**config.mk**
```make
export PLATFORM = sky130hd
export DESIGN_NAME = emb_bus_ctrl
export DESIGN_NICKNAME = d
export VERILOG_FILES = /design/src/design/emb_pkg.sv /design/src/design/emb_sync.sv /design/src/design/emb_bus_ctrl.sv
export SDC_FILE = /design/constraint.sdc
export NUM_CORES = 1
export LEC_CHECK = 0
export ABC_CLOCK_PERIOD_IN_PS = 5300
export BUFFER_PORTS_ARGS = -buffer_cell sky130_fd_sc_hd__buf_4
export CORE_AREA = 4 4 142 90
export CTS_CLUSTER_SIZE = 25
export DETAILED_ROUTE_END_ITERATION = 10
export DIE_AREA = 0 0 146 94
export PLACE_DENSITY = 0.81
export SLEW_MARGIN = 20
export SYNTH_ARGS = -nofsm -noshare
export SYNTH_HDL_FRONTEND = slang
export SYNTH_SLANG_ARGS = --single-unit
```
**constraint.sdc**
```tcl
create_clock -name clk_i -period 5.3 [get_ports clk_i]
set_input_delay 1.06 -clock clk_i [delete_from_list [all_inputs] [get_ports clk_i]]
set_output_delay 1.06 -clock clk_i [all_outputs]
set_load 0.02 [all_outputs]
```
**src/design/emb_pkg.sv**
```systemverilog
// Shared constants and types for the external memory bus pin logic
`default_nettype none
package emb_pkg;
   // Clock and bus timing
   localparam int CLK_NS = 20;
   localparam int TCY_NS = 160;
   localparam logic [5:0] TCY_CLKS = 6'(TCY_NS / CLK_NS);
   // One data phase lasts half an instruction cycle
   localparam logic [5:0] HALF_TCY_CLKS = 6'(TCY_NS / CLK_NS / 2);

   // Bus control register layout
   localparam int RELEASE_BIT = 7;
   localparam int WAIT_LSB = 4;
   localparam int WCFG_LSB = 0;
   localparam logic [7:0] CTRL_RESET = 8'h00;
   localparam logic [7:0] CTRL_WRITABLE = 8'hb3;

   // Wait field value that adds no wait cycles
   localparam logic [1:0] WAIT_NONE = 2'h3;

   // Program memory modes
   typedef enum logic [1:0] {
      MODE_SINGLE   = 2'h0,
      MODE_BOOT     = 2'h1,
      MODE_EXT_MCU  = 2'h2,
      MODE_EXTERNAL = 2'h3
   } emb_mode_e;

   // Configured address width
   typedef enum logic [1:0] {
      AW_8  = 2'h0,
      AW_12 = 2'h1,
      AW_16 = 2'h2,
      AW_20 = 2'h3
   } emb_aw_e;

   // Decoded 16-bit write configuration
   typedef enum logic [1:0] {
      WC_BYTE_WRITE  = 2'h0,
      WC_BYTE_SELECT = 2'h1,
      WC_WORD_WRITE  = 2'h2
   } emb_wcfg_e;

   // Kind of external access
   typedef enum logic [1:0] {
      K_FETCH = 2'h0,
      K_TRD   = 2'h1,
      K_TWR   = 2'h2
   } emb_kind_e;

   // Bus sequencer states, one-hot
   typedef enum logic [5:0] {
      ST_IDLE  = 6'h01,
      ST_ADDR  = 6'h02,
      ST_DATA  = 6'h04,
      ST_DATA2 = 6'h08,
      ST_WAIT  = 6'h10,
      ST_DONE  = 6'h20
   } emb_state_e;
endpackage : emb_pkg
`default_nettype wire

```
**src/design/emb_sync.sv**
```systemverilog
// Two-stage synchroniser for pin inputs
`default_nettype none
module emb_sync #(
   parameter int W = 16
) (
   // Clock and reset
   input wire logic clk_i,
   input wire logic srst_i,
   // Data
   input wire logic [W-1:0] d_i,
   output logic [W-1:0] q_o
);
   logic [W-1:0] meta_r;
   logic [W-1:0] q_r;

   always_ff @(posedge clk_i) begin
      if (srst_i) begin
         meta_r <= '0;
         q_r <= '0;
      end else begin
         meta_r <= d_i;
         q_r <= meta_r;
      end
   end

   assign q_o = q_r;
endmodule // emb_sync
`default_nettype wire

```
**src/design/emb_bus_ctrl.sv**
```systemverilog
// External memory bus pin ownership, sequencing and write width control
// How it works
// - Single-chip: bus off, pins are ports, control writes refused.
// - Fully external: bus always owns the pins, release bit ignored.
// - Boot/extended: bus for external access, else release bit decides.
// - External access with release bit set takes pins back for the bus.
// - Release set by external code waits until execution goes internal.
// - Idle: data off, strobes/selects high, ALE and byte address low.
// - Idle tri-state touches only lines inside the address width.
// - Bus owns shared pins over every other peripheral.
// - 16-bit writes pick configuration from control bits 1:0.
// - Upper bit set means word write; 01 means byte select.
// - 16-bit: ALE with address, then read strobe for the whole word.
// - Chip select low during accesses, high in sleep.
// - Byte write: latch on both halves, high or low strobe by LSB.
// - Word write even: keep latch, tri-state data, no strobe.
// - Word write odd: latch on upper byte, held byte on lower.
// - Word write: high strobe only, LSB on byte address, both selects.
// - Byte select: latch on both halves, high strobe, byte by LSB.
// - 8-bit width: data shares the low eight address lines.
// - 8-bit fetch: two bytes per cycle, byte address toggles between.
// - 8-bit: latch strobe marks address bits 15:0 valid.
// - 8-bit table write drives byte address from pointer LSB.
// - Wait field 11/10/01/00 adds 0/1/2/3 cycles to table operations.
// - Sleep/idle: freeze pins, chip and byte selects high.
`default_nettype none
module emb_bus_ctrl (
   // Clock and reset
   input wire logic clk_i,
   input wire logic srst_i,
   // Configuration straps and power state
   input wire emb_pkg::emb_mode_e prog_mode_i,
   input wire emb_pkg::emb_aw_e addr_width_i,
   input wire logic data_width16_i,
   input wire logic sleep_i,
   input wire logic exec_external_i,
   // Bus control register write port
   input wire logic bus_ctrl_wr_i,
   input wire logic [7:0] bus_ctrl_wdata_i,
   output logic [7:0] bus_control_register_o,
   // Core access request and answer
   input wire logic req_valid_i,
   input wire emb_pkg::emb_kind_e req_kind_i,
   input wire logic [20:0] table_pointer_i,
   input wire logic [7:0] table_data_latch_i,
   output logic req_ready_o,
   output logic rsp_valid_o,
   output logic [15:0] rsp_data_o,
   // Multiplexed address/data pins
   input wire logic [15:0] ad_in_i,
   output logic [15:0] ad_out_o,
   output logic [15:0] ad_oe_n_o,
   output logic [3:0] addr_hi_out_o,
   output logic [3:0] addr_hi_oe_n_o,
   // Pin ownership towards port and peripheral muxes
   output logic [19:0] pin_is_bus_o,
   output logic ctrl_is_bus_o,
   // Control pins
   output logic ale_o,
   output logic read_strobe_n_o,
   output logic write_strobe_high_n_o,
   output logic write_strobe_low_n_o,
   output logic byte_address_lsb_o,
   output logic chip_select_n_o,
   output logic upper_byte_select_n_o,
   output logic lower_byte_select_n_o
);
   import emb_pkg::*;

   function automatic emb_wcfg_e wcfg_decode(input logic [1:0] f);
      if (f[1]) return WC_WORD_WRITE;
      else if (f[0]) return WC_BYTE_SELECT;
      else return WC_BYTE_WRITE;
   endfunction

   function automatic logic [5:0] wait_clks(input logic [1:0] f);
      return 6'((WAIT_NONE - f) * TCY_CLKS);
   endfunction

   function automatic logic [15:0] merge_read(input logic [15:0] old,
         input logic [15:0] pins, input logic dw16);
      return dw16 ? pins : {old[15:8], pins[7:0]};
   endfunction

   logic [15:0] ad_sync;
   emb_sync #(.W(16)) u_ad_sync (
      .clk_i(clk_i),
      .srst_i(srst_i),
      .d_i(ad_in_i),
      .q_o(ad_sync)
   );

   // Control register and effective release bit
   logic [7:0] ctrl_r, ctrl_nxt;
   logic release_r, release_nxt;
   emb_wcfg_e wcfg;

   always_comb begin
      ctrl_nxt = ctrl_r;
      if (bus_ctrl_wr_i && prog_mode_i != MODE_SINGLE) begin
         ctrl_nxt = bus_ctrl_wdata_i & CTRL_WRITABLE;
      end
      // Setting only lands once code runs internally; clearing is instant
      if (!ctrl_r[RELEASE_BIT]) release_nxt = 1'b0;
      else if (!exec_external_i) release_nxt = 1'b1;
      else release_nxt = release_r;
      wcfg = wcfg_decode(ctrl_r[WCFG_LSB +: 2]);
   end

   always_ff @(posedge clk_i) begin
      if (srst_i) begin
         ctrl_r <= CTRL_RESET;
         release_r <= 1'b0;
      end else begin
         ctrl_r <= ctrl_nxt;
         release_r <= release_nxt;
      end
   end

   // Access sequencer
   emb_state_e state_r, state_nxt;
   emb_kind_e kind_r, kind_nxt;
   logic [5:0] cnt_r, cnt_nxt;
   logic [20:0] addr_r, addr_nxt;
   logic [7:0] wdata_r, wdata_nxt, hold_r, hold_nxt;
   logic [15:0] rdata_r, rdata_nxt;
   logic ready_r, ready_nxt, rsp_valid_r, rsp_valid_nxt;
   logic take;

   assign take = req_valid_i && ready_r && !sleep_i;

   always_comb begin
      state_nxt = state_r;
      kind_nxt = kind_r;
      cnt_nxt = cnt_r;
      addr_nxt = addr_r;
      wdata_nxt = wdata_r;
      hold_nxt = hold_r;
      rdata_nxt = rdata_r;
      rsp_valid_nxt = 1'b0;
      // Sleep suspends the sequencer where it stands
      if (!sleep_i) begin
         case (state_r)
            ST_IDLE: begin
               if (take) begin
                  kind_nxt = req_kind_i;
                  addr_nxt = table_pointer_i;
                  wdata_nxt = table_data_latch_i;
                  state_nxt = ST_ADDR;
               end
            end
            ST_ADDR: begin
               cnt_nxt = HALF_TCY_CLKS - 6'h01;
               state_nxt = ST_DATA;
               if (kind_r == K_TWR && data_width16_i &&
                     wcfg == WC_WORD_WRITE && !addr_r[0]) begin
                  hold_nxt = wdata_r;
               end
            end
            ST_DATA: begin
               if (cnt_r != 6'h00) begin
                  cnt_nxt = cnt_r - 6'h01;
               end else begin
                  rdata_nxt = merge_read(rdata_r, ad_sync, data_width16_i);
                  if (kind_r == K_FETCH && !data_width16_i) begin
                     cnt_nxt = HALF_TCY_CLKS - 6'h01;
                     state_nxt = ST_DATA2;
                  end else if (kind_r != K_FETCH &&
                        wait_clks(ctrl_r[WAIT_LSB +: 2]) != 6'h00) begin
                     cnt_nxt = wait_clks(ctrl_r[WAIT_LSB +: 2]) - 6'h01;
                     state_nxt = ST_WAIT;
                  end else begin
                     state_nxt = ST_DONE;
                  end
               end
            end
            ST_DATA2: begin
               if (cnt_r != 6'h00) begin
                  cnt_nxt = cnt_r - 6'h01;
               end else begin
                  rdata_nxt = {ad_sync[7:0], rdata_r[7:0]};
                  state_nxt = ST_DONE;
               end
            end
            ST_WAIT: begin
               if (cnt_r != 6'h00) begin
                  cnt_nxt = cnt_r - 6'h01;
               end else begin
                  // Slow memories settle late; take the last sample
                  rdata_nxt = merge_read(rdata_r, ad_sync, data_width16_i);
                  state_nxt = ST_DONE;
               end
            end
            ST_DONE: begin
               rsp_valid_nxt = 1'b1;
               state_nxt = ST_IDLE;
            end
            default: state_nxt = ST_IDLE;
         endcase
      end
      ready_nxt = state_nxt == ST_IDLE && !sleep_i &&
            prog_mode_i != MODE_SINGLE;
   end

   always_ff @(posedge clk_i) begin
      if (srst_i) begin
         state_r <= ST_IDLE;
         kind_r <= K_FETCH;
         cnt_r <= 6'h00;
         addr_r <= '0;
         wdata_r <= 8'h00;
         hold_r <= 8'h00;
         rdata_r <= 16'h0000;
         ready_r <= 1'b0;
         rsp_valid_r <= 1'b0;
      end else begin
         state_r <= state_nxt;
         kind_r <= kind_nxt;
         cnt_r <= cnt_nxt;
         addr_r <= addr_nxt;
         wdata_r <= wdata_nxt;
         hold_r <= hold_nxt;
         rdata_r <= rdata_nxt;
         ready_r <= ready_nxt;
         rsp_valid_r <= rsp_valid_nxt;
      end
   end

   // Pin drive, computed from the next state so pins track state_r
   logic [15:0] ad_r, ad_nxt, ad_oe_n_r, ad_oe_n_nxt;
   logic [3:0] ahi_r, ahi_nxt, ahi_oe_n_r, ahi_oe_n_nxt;
   logic [19:0] own_r, own_nxt, width_mask;
   logic cbus_r, cbus_nxt, owned;
   logic ale_r, ale_nxt, rd_n_r, rd_n_nxt, wrh_n_r, wrh_n_nxt;
   logic wrl_n_r, wrl_n_nxt, ba_r, ba_nxt, cs_n_r, cs_n_nxt;
   logic ub_n_r, ub_n_nxt, lb_n_r, lb_n_nxt;
   logic busy, is_wr;

   always_comb begin
      busy = state_nxt != ST_IDLE && state_nxt != ST_DONE;
      is_wr = kind_nxt == K_TWR;
      case (addr_width_i)
         AW_8: width_mask = 20'h000ff;
         AW_12: width_mask = 20'h00fff;
         AW_16: width_mask = 20'h0ffff;
         default: width_mask = 20'hfffff;
      endcase
      case (prog_mode_i)
         MODE_SINGLE: owned = 1'b0;
         MODE_EXTERNAL: owned = 1'b1;
         default: owned = busy || !release_nxt;
      endcase
      // Idle pin levels
      ad_nxt = ad_r;
      ad_oe_n_nxt = 16'hffff;
      ahi_nxt = ahi_r;
      ahi_oe_n_nxt = 4'hf;
      ale_nxt = 1'b0;
      rd_n_nxt = 1'b1;
      wrh_n_nxt = 1'b1;
      wrl_n_nxt = 1'b1;
      ba_nxt = 1'b0;
      cs_n_nxt = 1'b1;
      ub_n_nxt = 1'b1;
      lb_n_nxt = 1'b1;
      if (state_nxt == ST_ADDR) begin
         ale_nxt = 1'b1;
         cs_n_nxt = 1'b0;
         ad_nxt = addr_nxt[16:1];
         ad_oe_n_nxt = 16'h0000;
         ahi_nxt = addr_nxt[20:17];
         ahi_oe_n_nxt = 4'h0;
         ba_nxt = addr_nxt[0];
      end else if (busy) begin
         cs_n_nxt = 1'b0;
         ahi_oe_n_nxt = 4'h0;
         ba_nxt = state_nxt == ST_DATA2 ? 1'b1 : addr_nxt[0];
         if (!data_width16_i) begin
            // Upper lines stay address-only in 8-bit width
            ad_oe_n_nxt[15:8] = 8'h00;
            if (is_wr) begin
               ad_nxt[7:0] = wdata_nxt;
               ad_oe_n_nxt[7:0] = 8'h00;
               wrl_n_nxt = 1'b0;
               ba_nxt = addr_nxt[0];
            end else begin
               rd_n_nxt = 1'b0;
            end
         end else if (!is_wr) begin
            rd_n_nxt = 1'b0;
            ub_n_nxt = 1'b0;
            lb_n_nxt = 1'b0;
         end else begin
            case (wcfg)
               WC_WORD_WRITE: begin
                  ub_n_nxt = 1'b0;
                  lb_n_nxt = 1'b0;
                  if (addr_nxt[0]) begin
                     ad_nxt = {wdata_nxt, hold_nxt};
                     ad_oe_n_nxt = 16'h0000;
                     wrh_n_nxt = 1'b0;
                  end
               end
               WC_BYTE_SELECT: begin
                  ad_nxt = {wdata_nxt, wdata_nxt};
                  ad_oe_n_nxt = 16'h0000;
                  wrh_n_nxt = 1'b0;
                  ub_n_nxt = !addr_nxt[0];
                  lb_n_nxt = addr_nxt[0];
               end
               default: begin
                  ad_nxt = {wdata_nxt, wdata_nxt};
                  ad_oe_n_nxt = 16'h0000;
                  wrh_n_nxt = !addr_nxt[0];
                  wrl_n_nxt = addr_nxt[0];
               end
            endcase
         end
      end
      // Bus wins the shared pins over ports and peripherals
      own_nxt = owned ? width_mask : 20'h00000;
      cbus_nxt = owned;
      ad_oe_n_nxt = ad_oe_n_nxt | ~own_nxt[15:0];
      ahi_oe_n_nxt = ahi_oe_n_nxt | ~own_nxt[19:16];
      if (sleep_i) begin
         // Frozen pins keep the memory quiet without losing its address
         ad_nxt = ad_r;
         ad_oe_n_nxt = ad_oe_n_r;
         ahi_nxt = ahi_r;
         ahi_oe_n_nxt = ahi_oe_n_r;
         own_nxt = own_r;
         cbus_nxt = cbus_r;
         ale_nxt = ale_r;
         rd_n_nxt = rd_n_r;
         wrh_n_nxt = wrh_n_r;
         wrl_n_nxt = wrl_n_r;
         ba_nxt = ba_r;
         cs_n_nxt = 1'b1;
         ub_n_nxt = 1'b1;
         lb_n_nxt = 1'b1;
      end
   end

   always_ff @(posedge clk_i) begin
      if (srst_i) begin
         ad_r <= 16'h0000;
         ad_oe_n_r <= 16'hffff;
         ahi_r <= 4'h0;
         ahi_oe_n_r <= 4'hf;
         own_r <= 20'h00000;
         cbus_r <= 1'b0;
         ale_r <= 1'b0;
         rd_n_r <= 1'b1;
         wrh_n_r <= 1'b1;
         wrl_n_r <= 1'b1;
         ba_r <= 1'b0;
         cs_n_r <= 1'b1;
         ub_n_r <= 1'b1;
         lb_n_r <= 1'b1;
      end else begin
         ad_r <= ad_nxt;
         ad_oe_n_r <= ad_oe_n_nxt;
         ahi_r <= ahi_nxt;
         ahi_oe_n_r <= ahi_oe_n_nxt;
         own_r <= own_nxt;
         cbus_r <= cbus_nxt;
         ale_r <= ale_nxt;
         rd_n_r <= rd_n_nxt;
         wrh_n_r <= wrh_n_nxt;
         wrl_n_r <= wrl_n_nxt;
         ba_r <= ba_nxt;
         cs_n_r <= cs_n_nxt;
         ub_n_r <= ub_n_nxt;
         lb_n_r <= lb_n_nxt;
      end
   end

   assign bus_control_register_o = ctrl_r;
   assign req_ready_o = ready_r;
   assign rsp_valid_o = rsp_valid_r;
   assign rsp_data_o = rdata_r;
   assign ad_out_o = ad_r;
   assign ad_oe_n_o = ad_oe_n_r;
   assign addr_hi_out_o = ahi_r;
   assign addr_hi_oe_n_o = ahi_oe_n_r;
   assign pin_is_bus_o = own_r;
   assign ctrl_is_bus_o = cbus_r;
   assign ale_o = ale_r;
   assign read_strobe_n_o = rd_n_r;
   assign write_strobe_high_n_o = wrh_n_r;
   assign write_strobe_low_n_o = wrl_n_r;
   assign byte_address_lsb_o = ba_r;
   assign chip_select_n_o = cs_n_r;
   assign upper_byte_select_n_o = ub_n_r;
   assign lower_byte_select_n_o = lb_n_r;
endmodule // emb_bus_ctrl
`default_nettype wire

```
==> flow_summary.toml, run 1 <==
[pwr]
p_seq_frac = 0.453
power_density_nw_per_um2 = 313.1
internal_power_mw = 1.772
combPwrFrac = 0.091
p_switching_mw = 0.6275
irDropWorstVdd_mv = 0.2450
clkPwrFrac = 0.456
p_leak_nw = 3.047
power_mw = 2.399
switching_share = 0.2615

[critical_path]
required_ns = 5.66
cp_slowest_cell = "and2_1"
crit_fanout = 28
critical_path_class = "in2reg"
r2r_cells = 7
critPathMaxStageDelay_ns = 0.71
endpoint_kind = "flip-flop"
crit_chain = "buf_4 > inv_1 > and3_1 > o32ai_1 > and2_1 > nand3_1 > o22ai_2 > a32o_1"
crit_arrival_ns = 4.15
startpoint_type = "input port"

[logic_synthesis]
async_flop_share = 0
synth-seq-area-share = 0.4497
synthDistinctLibCells = 67
synth_cells = 714
yosysWarnings = 0
ys_ff_latch = 139
avgSynthCellArea_um2 = 8.666
ys.flop_type = "dfxtp_1"
syn_area_um2 = 6187
synth_edf_count = 0

[sta]
setup_viol = 0
rsz0062_at_grt = "no"
hold_violations = 0
fin_tns_setup_ns = 0
fin_crit_ns = 3.789
drv_slew = 0
slew_headroom = 0.2585
worst_pin_slew_ns = 1.112
final.setup_skew_ns = 0.009306
clock.fmax_ghz = 0.2639
fin_crit_sh = 0.7150

[run_status]
outcome = "finished, final reports clean"

[flow_run]
drv_cap = 0

[grt]
grt_pass1_wl_um = 27300
track_usage = 0.2477
grt_max_degree = 78
grt_pass1_vias = 5270
grt-ovfl-total = 0
grt_antenna_before_repair = 0

[die]
coreArea_um2 = 11600
fp.dieW_um = 146
ioPinCount = 161
fp.dieH_um = 94
start_util = 0.5335
fp-row-count = 31
die_area_um2 = 13720

[drt]
routed_wirelength_um = 16990
routed-via-count = 5639
vias_per_cell = 5.801
firstDrtPassIters = 5
drtIter0Drc = 635
drc = 0
routedWlPerCell_um = 17.48
drtAntennaViolNets = 0

[clocking]
tritoncts = "yes"
hold_buffers = 0
cts_root_buffer = "clkbuf_16"
worst_skew_pair.late_latency_ns = 0.42
numCtsBuffers = 17
post_cts_buffers = 0
path_clk_slew_ns = 0.06
cts_resized = 0
cts_buffer_depth = 2
cts.sinks = 139
h-tree-depth = 4

[finish]
drive_above_1_share = 0.2524
utilization = 0.6608
nFillCells = 985
n_antenna_cell = 0
area_delta_synth_final_pct = 23.86
final_cell_mix = "buf_4 (160), dfxtp_1 (139), nor2_1 (87)"
layout_commonest_cell = "buf_4"
nets = 882

[min_path]
hp-class = "reg2reg"
worst_hold_path.num_cells = 1

[placed_design]
port_buffers = 154
dp_hpwl_um = 11840
gp_congestion = 0.8895
-- power by group through the flow --
stage	Clock (mW)	Combinational (mW)	Sequential [mW]
finish	1.09	0.218	1.09
global route	1.15	0.235	1.09
CTS	1.10	0.217	1.09
detailed placement	0	0.215	1.11
global placement	0	0.211	1.11
floorplan	0	0.131	1.11
-- sequential cells by signal (all words and copies together) (netlist names), 2 cells and up --
name,cells
ad_oe_n_o,3
ad_out_o,16
addr_hi_out_o,4
addr_r,17
bus_control_register_o,5
cnt_r,6
hold_r,8
kind_r,2
pin_is_bus_o,4
rsp_data_o,16
state_r,6
u_ad_sync.meta_r,16
u_ad_sync.q_o,16
wdata_r,8
-- worst max-delay path, delay by kind of cell --
family | cells | cell delay (ns)
compound gates | 3 | 1.17
buf+inv | 2 | 0.62
simple gates | 3 | 1.28
-- kinds of logic (layout without fill, tap and decap cells) --
group,Yosys count,after routing,synth area share
simple gates,287,287,0.2293
compound gates,146,146,0.1628
flops,139,139,0.4497
buf+inv,97,205,0.08453
mux,32,32,0.05177
xor+xnor,7,7,0.01112
fa+ha+maj,5,5,0.01011
other cells,1,3,0.0006061
-- worst paths after layout --
kind	end	slack (ns)	from
worst max register to register	ad_out_o[10]$_SDFFE_PP0P_	1.73	cnt_r[2]$_SDFFE_PP0P_
worst max-delay path	ad_out_o[10]$_SDFFE_PP0P_	1.51	sleep_i
worst min-delay path	u_ad_sync.q_o[6]$_SDFF_PP0_	0.43	u_ad_sync.meta_r[6]$_SDFF_PP0_
worst min register to register	u_ad_sync.q_o[6]$_SDFF_PP0_	0.43	u_ad_sync.meta_r[6]$_SDFF_PP0_
-- metrics by stage --
step	setup slack [ns]	hold WS, ns	std cells	instance area (um^2)
floorplan	2.140	0.4138	716	6195
global placement	1.253	0.4194	940	7123
detailed placement	1.169	0.4220	940	7123
CTS	1.591	0.4366	972	7664
global route	1.276	0.4573	972	7664
finish	1.511	0.4347	972	7664
-- layout make-up --
| cell class | count | area [um^2] | share of cell area |
|---|---|---|---|
| Clock buffer | 20 | 436.7 | 0.05698 |
| Clock inverter | 12 | 103.9 | 0.01355 |
| Inverter | 13 | 48.80 | 0.006367 |
| Multi-Input combinational cell | 480 | 2905 | 0.3791 |
| Sequential cell | 139 | 2783 | 0.3631 |
| Tap cell | 148 | 185.2 | 0.02416 |
| Timing Repair Buffer | 160 | 1201 | 0.1567 |
-- cells in the mapped netlist, types with 12 or more instances --
master      n  area share
inv_1      13      0.0079
mux2i_1    32       0.052
clkbuf_1   32       0.019
o21ai_0    16       0.013
nand4_1    15       0.015
buf_4      38       0.046
o211ai_1   15       0.018
or3_1      12       0.012
nor2b_1    35       0.035
nor2_1     87       0.053
dfxtp_1   139        0.45
nand2_1    74       0.045
a21oi_1    49       0.040
-- routing by layer --
metal	wire (um)	up-vias	track usage
met4	201	0	0.06651
met2	7364	316	0.3788
met5	0	-	0
met1	7657	2647	0.3405
li1	-	2650	-
met3	1764	26	0.07763
Note: power is estimated with default switching activity, not from simulation.
==> run 2, diff against run 1 <==
ABC_AREA = 1   (was default)
ABC_CLOCK_PERIOD_IN_PS = 3300   (was 5300)
CORE_AREA = 4 4 152 95   (was 4 4 142 90)
DIE_AREA = 0 0 156 99   (was 0 0 146 94)
PLACE_DENSITY = 0.75   (was 0.81)
clock period = 3.3 ns   (was 5.3 ns; I/O delays follow)
==> run 2 against run 1 <==
Synthesized cell count grew 15%. Register-to-register slack worse by 1.1 ns. Global-route usage shrank 3.9 points. Sequential power up 61%. Area after synthesis shrank 0.59%. Critical path depth rose by 7. Setup slack worse by 0.84 ns. Core utilization is 5.6 points lower. Sequential share of layout area fell by 0.27 points. Routed wire length shrank 5.4%. Highest routed layer is now met5.
==> flow_summary.toml, run 2 <==
[run_status]
outcome = "finished, final reports clean"

[logic_synthesis]
ys.flop_type = "dfxtp_1"
ys_ff_latch = 140
synth_compound_area_frac = 0.1111
yosys.area.top_type = "dfxtp_1"
synth_edf_count = 0
yosysWarnings = 0
syn_area_um2 = 6151
yosys.area_share.adder = 0.01017
yosysTopAreaCellShare = 0.4557
synth_cells = 819
synth_top_family_by_area = "simple AND/OR/NAND/NOR gates"
synthTopCellsByArea = "dfxtp_1 (46%), nor2_1 (8.8%), nand2_1 (7.4%), inv_1 (6.2%), o21ai_0 (4.7%)"
synthXorXnorAreaFrac = 0.004272
async_flop_share = 0
yosys-top-cells-count = "nor2_1 (145), dfxtp_1 (140), nand2_1 (122), inv_1 (101), o21ai_0 (58)"
synth-seq-area-share = 0.4557
yosys.area_share.simple = 0.2600
muxShareOfSynthArea = 0.02604
post-synth-top-count-cell = "nor2_1"
synthDistinctLibCells = 45
avgSynthCellArea_um2 = 7.510

[drt]
wl_met2_um = 6426
firstDrtPassIters = 5
routedWlPerCell_um = 14.34
vias_per_cell = 4.885
drtAntennaViolNets = 0
top_layer = "met5"
met3_length_um = 1596
drc = 0
routed_wirelength_um = 16080
drtIter0Drc = 519
wl_met1_um = 7932
routed-via-count = 5476

[sta]
fin_tns_setup_ns = 0
worst_pin_slew_ns = 0.7568
clock.fmax_ghz = 0.3803
drv_slew = 0
hold_violations = 0
setup_viol = 0
final.setup_skew_ns = 0.01180
rsz0062_at_grt = "no"
worst_slack_ns = 0.6708
fin_crit_ns = 2.629
slew_headroom = 0.4949
fin_crit_sh = 0.7967

[finish]
area_delta_synth_final_pct = 26.44
nFillCells = 1188
largest_reg_flops = 18
utilization = 0.6051
instances_no_fill = 1121
layout_commonest_cell = "buf_4"
nets = 1010
final_cell_mix = "buf_4 (163), nor2_1 (145), dfxtp_1 (140)"
design_area_um2 = 7777
drive_above_1_share = 0.2397
n_antenna_cell = 0
top_register = "addr_r"

[placed_design]
dp.cells = 1090
port_buffers = 154
post_dp_cell_area_um2 = 7186
gp_congestion = 0.8870
dp_hpwl_um = 11840
dp_slack_ns = 0.4584

[die]
ioPinCount = 161
fp.dieW_um = 156
start_util = 0.4786
fp-row-count = 32
coreArea_um2 = 12850
die_area_um2 = 15440
fp.dieH_um = 99

[critical_path]
crit_arrival_ns = 2.93
cp_slowest_cell = "dfxtp_1"
crit_chain = "inv_1 > ha_1 > nand3_1 > nand2_1 > nand2_1 > a21boi_2 > nand3_1 > nor2_2 > nand2_1 > nand2_2 > nor2_2 > nand2_4 > inv_4 > nor2_1 > nor2_1"
required_ns = 3.60
endpoint_kind = "flip-flop"
crit_top_cell = "nand2_1"
startpoint_type = "flip-flop"
critical_path_class = "reg2reg"
critPathMaxStageDelay_ns = 0.33
crit_fanout = 9

[clocking]
post_cts_buffers = 0
cts_resized = 0
hold_buffers = 0
numCtsBuffers = 17
cts.sinks = 140
tritoncts = "yes"
path_clk_slew_ns = 0.06
h-tree-depth = 4
cts_root_buffer = "clkbuf_16"
cts_buffer_depth = 2
worst_skew_pair.late_latency_ns = 0.42

[flow_run]
drv_cap = 0

[grt]
grt_antenna_before_repair = 1
grt_max_degree = 47
track_usage = 0.2087
grt-ovfl-total = 0
grt_pass1_wl_um = 25690
grt_pass1_vias = 5049

[pwr]
p_leak_nw = 3.664
switching_share = 0.2489
clkPwrFrac = 0.475
p_switching_mw = 1.008
p_seq_frac = 0.434
power_density_nw_per_um2 = 520.6
internal_power_mw = 3.042
combPwrFrac = 0.091
irDropWorstVdd_mv = 0.3022

[min_path]
hp-class = "reg2reg"
-- run 2: changes by cell type in the layout (fill, tap and decap cells not counted), sizes merged, moves of 18 or more --
cell / delta
nor2b: -35
inv: +89
nor2: +70
nand3: +18
nand2: +54
o21ai: +62
-- run 2: power groups by stage --
stage	Clock (mW)	Combinational, mW	Sequential (mW)
finish	1.92	0.369	1.76
global route	2.04	0.404	1.76
CTS	1.94	0.368	1.76
detailed placement	0	0.366	1.80
global placement	0	0.363	1.80
floorplan	0	0.213	1.81
-- run 2: cell families (layout without fill, tap and decap cells) --
| group | after synthesis | after routing |
|---|---|---|
| XOR/XNOR | 3 | 3 |
| multiplexers | 16 | 16 |
| AO/OA/AOI/OAI | 126 | 126 |
| buffers and inverters | 171 | 301 |
| AND/OR/NAND/NOR | 357 | 357 |
| adder cells (fa/ha/maj) | 5 | 5 |
| other | 1 | 3 |
| flip-flops | 140 | 140 |
-- run 2: per-stage QoR --
| step | hold slack [ns] | power (mW) |
|---|---|---|
| 2_1_floorplan | 0.3883 | 2.021 |
| 3_3_place_gp | 0.3894 | 2.158 |
| 3_5_place_dp | 0.3922 | 2.162 |
| 4_1_cts | 0.3984 | 4.069 |
| 5_1_grt | 0.4111 | 4.205 |
| 6_report | 0.4001 | 4.049 |
-- run 2: routing by layer --
layer / GRT usage / vias up
met1: 0.3049 / 2479
met4: 0.05044 / 2
li1: - / 2783
met2: 0.2832 / 200
met5: 0 / -
met3: 0.08513 / 12
-- run 2: critical path: cells and delay by family, from the launching register on --
kind | cells | cell delay (ns)
fa+ha+maj | 1 | 0.18
flops | 1 | 0.33
buf+inv | 2 | 0.16
simple gates | 11 | 1.66
compound gates | 1 | 0.18
-- run 2: worst paths after layout --
kind,startpoint,to,slack (ns),cells after the start
worst max-delay path,cnt_r[0]$_SDFFE_PP0P_,ad_out_o[6]$_SDFFE_PP0P_,0.67,15
worst min-delay path,u_ad_sync.meta_r[12]$_SDFF_PP0_,u_ad_sync.q_o[12]$_SDFF_PP0_,0.40,2
worst max register to register,cnt_r[0]$_SDFFE_PP0P_,ad_out_o[6]$_SDFFE_PP0P_,0.67,15
worst min register to register,u_ad_sync.meta_r[12]$_SDFF_PP0_,u_ad_sync.q_o[12]$_SDFF_PP0_,0.40,2
-- run 2: layout make-up --
class	count	area (um^2)	area share
sequential	140	2803	0.3604
timing repair buffer	163	1224	0.1573
multi-input combinational	510	2542	0.3269
inverter	107	404.1	0.05196
tap	170	212.7	0.02735
clock buffer	20	456.7	0.05872
clock inverter	11	135.1	0.01737
==> run 3, diff against run 2 <==
ABC_CLOCK_PERIOD_IN_PS = 2200   (was 3300)
clock period = 2.2 ns   (was 3.3 ns; I/O delays follow)
==> run 3 against run 2 <==
Routed wire length grew 14%. Clock-buffer cell count down 2. First-iteration DRC count shrank 17%. Highest routed layer is now met4. Sequential power is 50% higher. Non-clock buffer count increased by 65. Final area grew 12%. Clock power is 46% higher. The run now ends with setup timing left. Power increased by 51%. Core utilization is 7.6 points higher. Final cell count increased by 6.0%.
==> flow_summary.toml, run 3 (synthesis results as in run 2) <==
[critical_path]
crit_chain = "nor2_4 > buf_12 > nand2_2 > nor2_4 > nand2_2 > o21ai_2 > nand2_2 > nand2_1 > nor2_4 > nand3_4 > nand2_8 > nor2_4 > nand2_8 > o21ai_2 > nor2_1"
rr_startpoint = "state_r[5]$_SDFF_PP0_"
reg2reg_to = "ad_out_o[5]$_SDFFE_PP0P_"
crit_family = "simple AND/OR/NAND/NOR gates"
endpoint_kind = "flip-flop"
required_ns = 2.52
critPathMaxStageDelay_ns = 0.34
startpoint_type = "flip-flop"
crit_fanout = 7
cp_slowest_cell = "dfxtp_2"
crit_top_cell = "nor2_4"
critical_path_class = "reg2reg"
path_buf_inv = 1
rrSetupSlack_ns = -0.05
r2r_cells = 15
crit_arrival_ns = 2.56

[die]
start_util = 0.4786
fp.dieW_um = 156
ioPinCount = 161
coreArea_um2 = 12850
die_area_um2 = 15440
fp-row-count = 32
fp.dieH_um = 99

[drt]
routed_wirelength_um = 18260
drtIter0Drc = 432
drtAntennaViolNets = 0
routedWlPerCell_um = 15.37
vias_per_cell = 4.969
drc = 0
firstDrtPassIters = 5
routed-via-count = 5903

[pwr]
p_leak_nw = 4.103
irDropWorstVdd_mv = 0.5077
power_density_nw_per_um2 = 701.0

[run_status]
violations = "setup timing"
outcome = "finished, violations left"

[clocking]
cts_root_buffer = "clkbuf_16"
cts_buffer_depth = 2
cts.sinks = 140
numCtsBuffers = 17
h-tree-depth = 4
tritoncts = "yes"
worst_skew_pair.late_latency_ns = 0.42
path_clk_slew_ns = 0.06

[sta]
setup_viol = 14
hold_slack_ns = 0.2263
fin_tns_setup_ns = -0.3913
rsz0062_at_grt = "yes"
fin_crit_ns = 2.248
drv_slew = 0
clock.fmax_ghz = 0.4448
fin_crit_sh = 1.022
final.setup_skew_ns = 0.01052
hold_violations = 0
worst_slack_ns = -0.04800

[grt]
track_usage = 0.2264
grt_antenna_before_repair = 0
grt_pass1_vias = 5446
grt_max_degree = 44
grt-ovfl-total = 0
grt_pass1_wl_um = 27790

[finish]
largest_reg_flops = 18
area_delta_synth_final_pct = 42.25
drive_above_1_share = 0.3507
layout_commonest_cell = "buf_4"
final_cell_mix = "buf_4 (218), nor2_1 (133), dfxtp_1 (133)"
n_antenna_cell = 0
top_register = "addr_r"
instances_no_fill = 1188
nets = 1078
nFillCells = 1025
utilization = 0.6808

[placed_design]
port_buffers = 154
dp.cells = 1137
gp_congestion = 0.8962
dp_hpwl_um = 12300

[min_path]
hold_path_startpoint = "ad_in_i[15]"
worst_hold_path.num_cells = 3
holdPathEnd = "u_ad_sync.meta_r[15]$_SDFF_PP0_"
hp-class = "in2reg"

[flow_run]
drv_cap = 0
## run 3: layout make-up
cell class              count  area [um^2]  share of cell area
inverters                 107        414.1             0.04733
well taps                 170        212.7             0.02431
flip-flops and latches    140         2816              0.3219
repair inverters            1        16.27            0.001859
repair buffers            228         1814              0.2074
multi-input cells         512         2907              0.3322
clock buffers              18        429.2             0.04905
clock inverters            12        140.1             0.01602
## run 3: worst max-delay path by stage
stage	startpoint	to	slack, ns	cells after the start
2_1_floorplan	bus_control_register_o[4]$_SDFFE_PP0P_	ad_oe_n_o[11]$_SDFFE_PP1N_	0.14	16
3_3_place_gp	sleep_i	ad_oe_n_o[7]$_SDFFE_PP1N_	-0.04	13
3_5_place_dp	sleep_i	ad_out_o[5]$_SDFFE_PP0P_	-0.14	14
4_1_cts	bus_control_register_o[4]$_SDFFE_PP0P_	ad_out_o[12]$_SDFFE_PP0P_	0.003	16
5_1_grt	state_r[5]$_SDFF_PP0_	ad_out_o[5]$_SDFFE_PP0P_	-0.17	15
6_report	state_r[5]$_SDFF_PP0_	ad_out_o[5]$_SDFFE_PP0P_	-0.05	15
## run 3: stage by stage
step / setup WS, ns / total power [mW] / instance area, um^2
after floorplan: 0.1425 / 3.032 / 6158
after global placement: -0.03850 / 3.288 / 7576
after detailed placement: -0.1381 / 3.295 / 7576
after CTS: 0.003214 / 6.118 / 8389
after global routing: -0.1706 / 6.344 / 8750
final: -0.04800 / 6.133 / 8750
## run 3: repair_timing
item	in CTS	in global routing
gates cloned	3	1
setup buffers	7	10
hold buffers	0	0
setup endpoints to repair	25	30
pin swaps	16	38
resized for setup	34	73
## run 3: worst register-to-register path: stages, from the launching register on
cell and delay [ns]:
dfxtp_2 0.34, nor2_4 0.13, buf_12 0.14, nand2_2 0.07
nor2_4 0.18, nand2_2 0.09, o21ai_2 0.14, nand2_2 0.11
nand2_1 0.12, nor2_4 0.04, nand3_4 0.11, nand2_8 0.09
nor2_4 0.22, nand2_8 0.15, o21ai_2 0.17, nor2_1 0.05
## run 3: layer usage
metal / part of all wire / vias up / wire, um / global-route usage
met5: 0 / - / 0 / 0
met3: 0.095 / 23 / 1735 / 0.06494
li1: - / 2925 / - / -
met4: 0.010 / 0 / 189 / 0.06590
met2: 0.42 / 279 / 7682 / 0.3179
met1: 0.47 / 2676 / 8654 / 0.3343
## run 3: power by group
part	internal, mW	switching (mW)	total, mW	leakage, nW
clock	1.67	1.13	2.80	0.269
combinational	0.301	0.396	0.698	2.69
sequential	2.60	0.0392	2.64	1.14
total	4.57	1.57	6.13	4.10
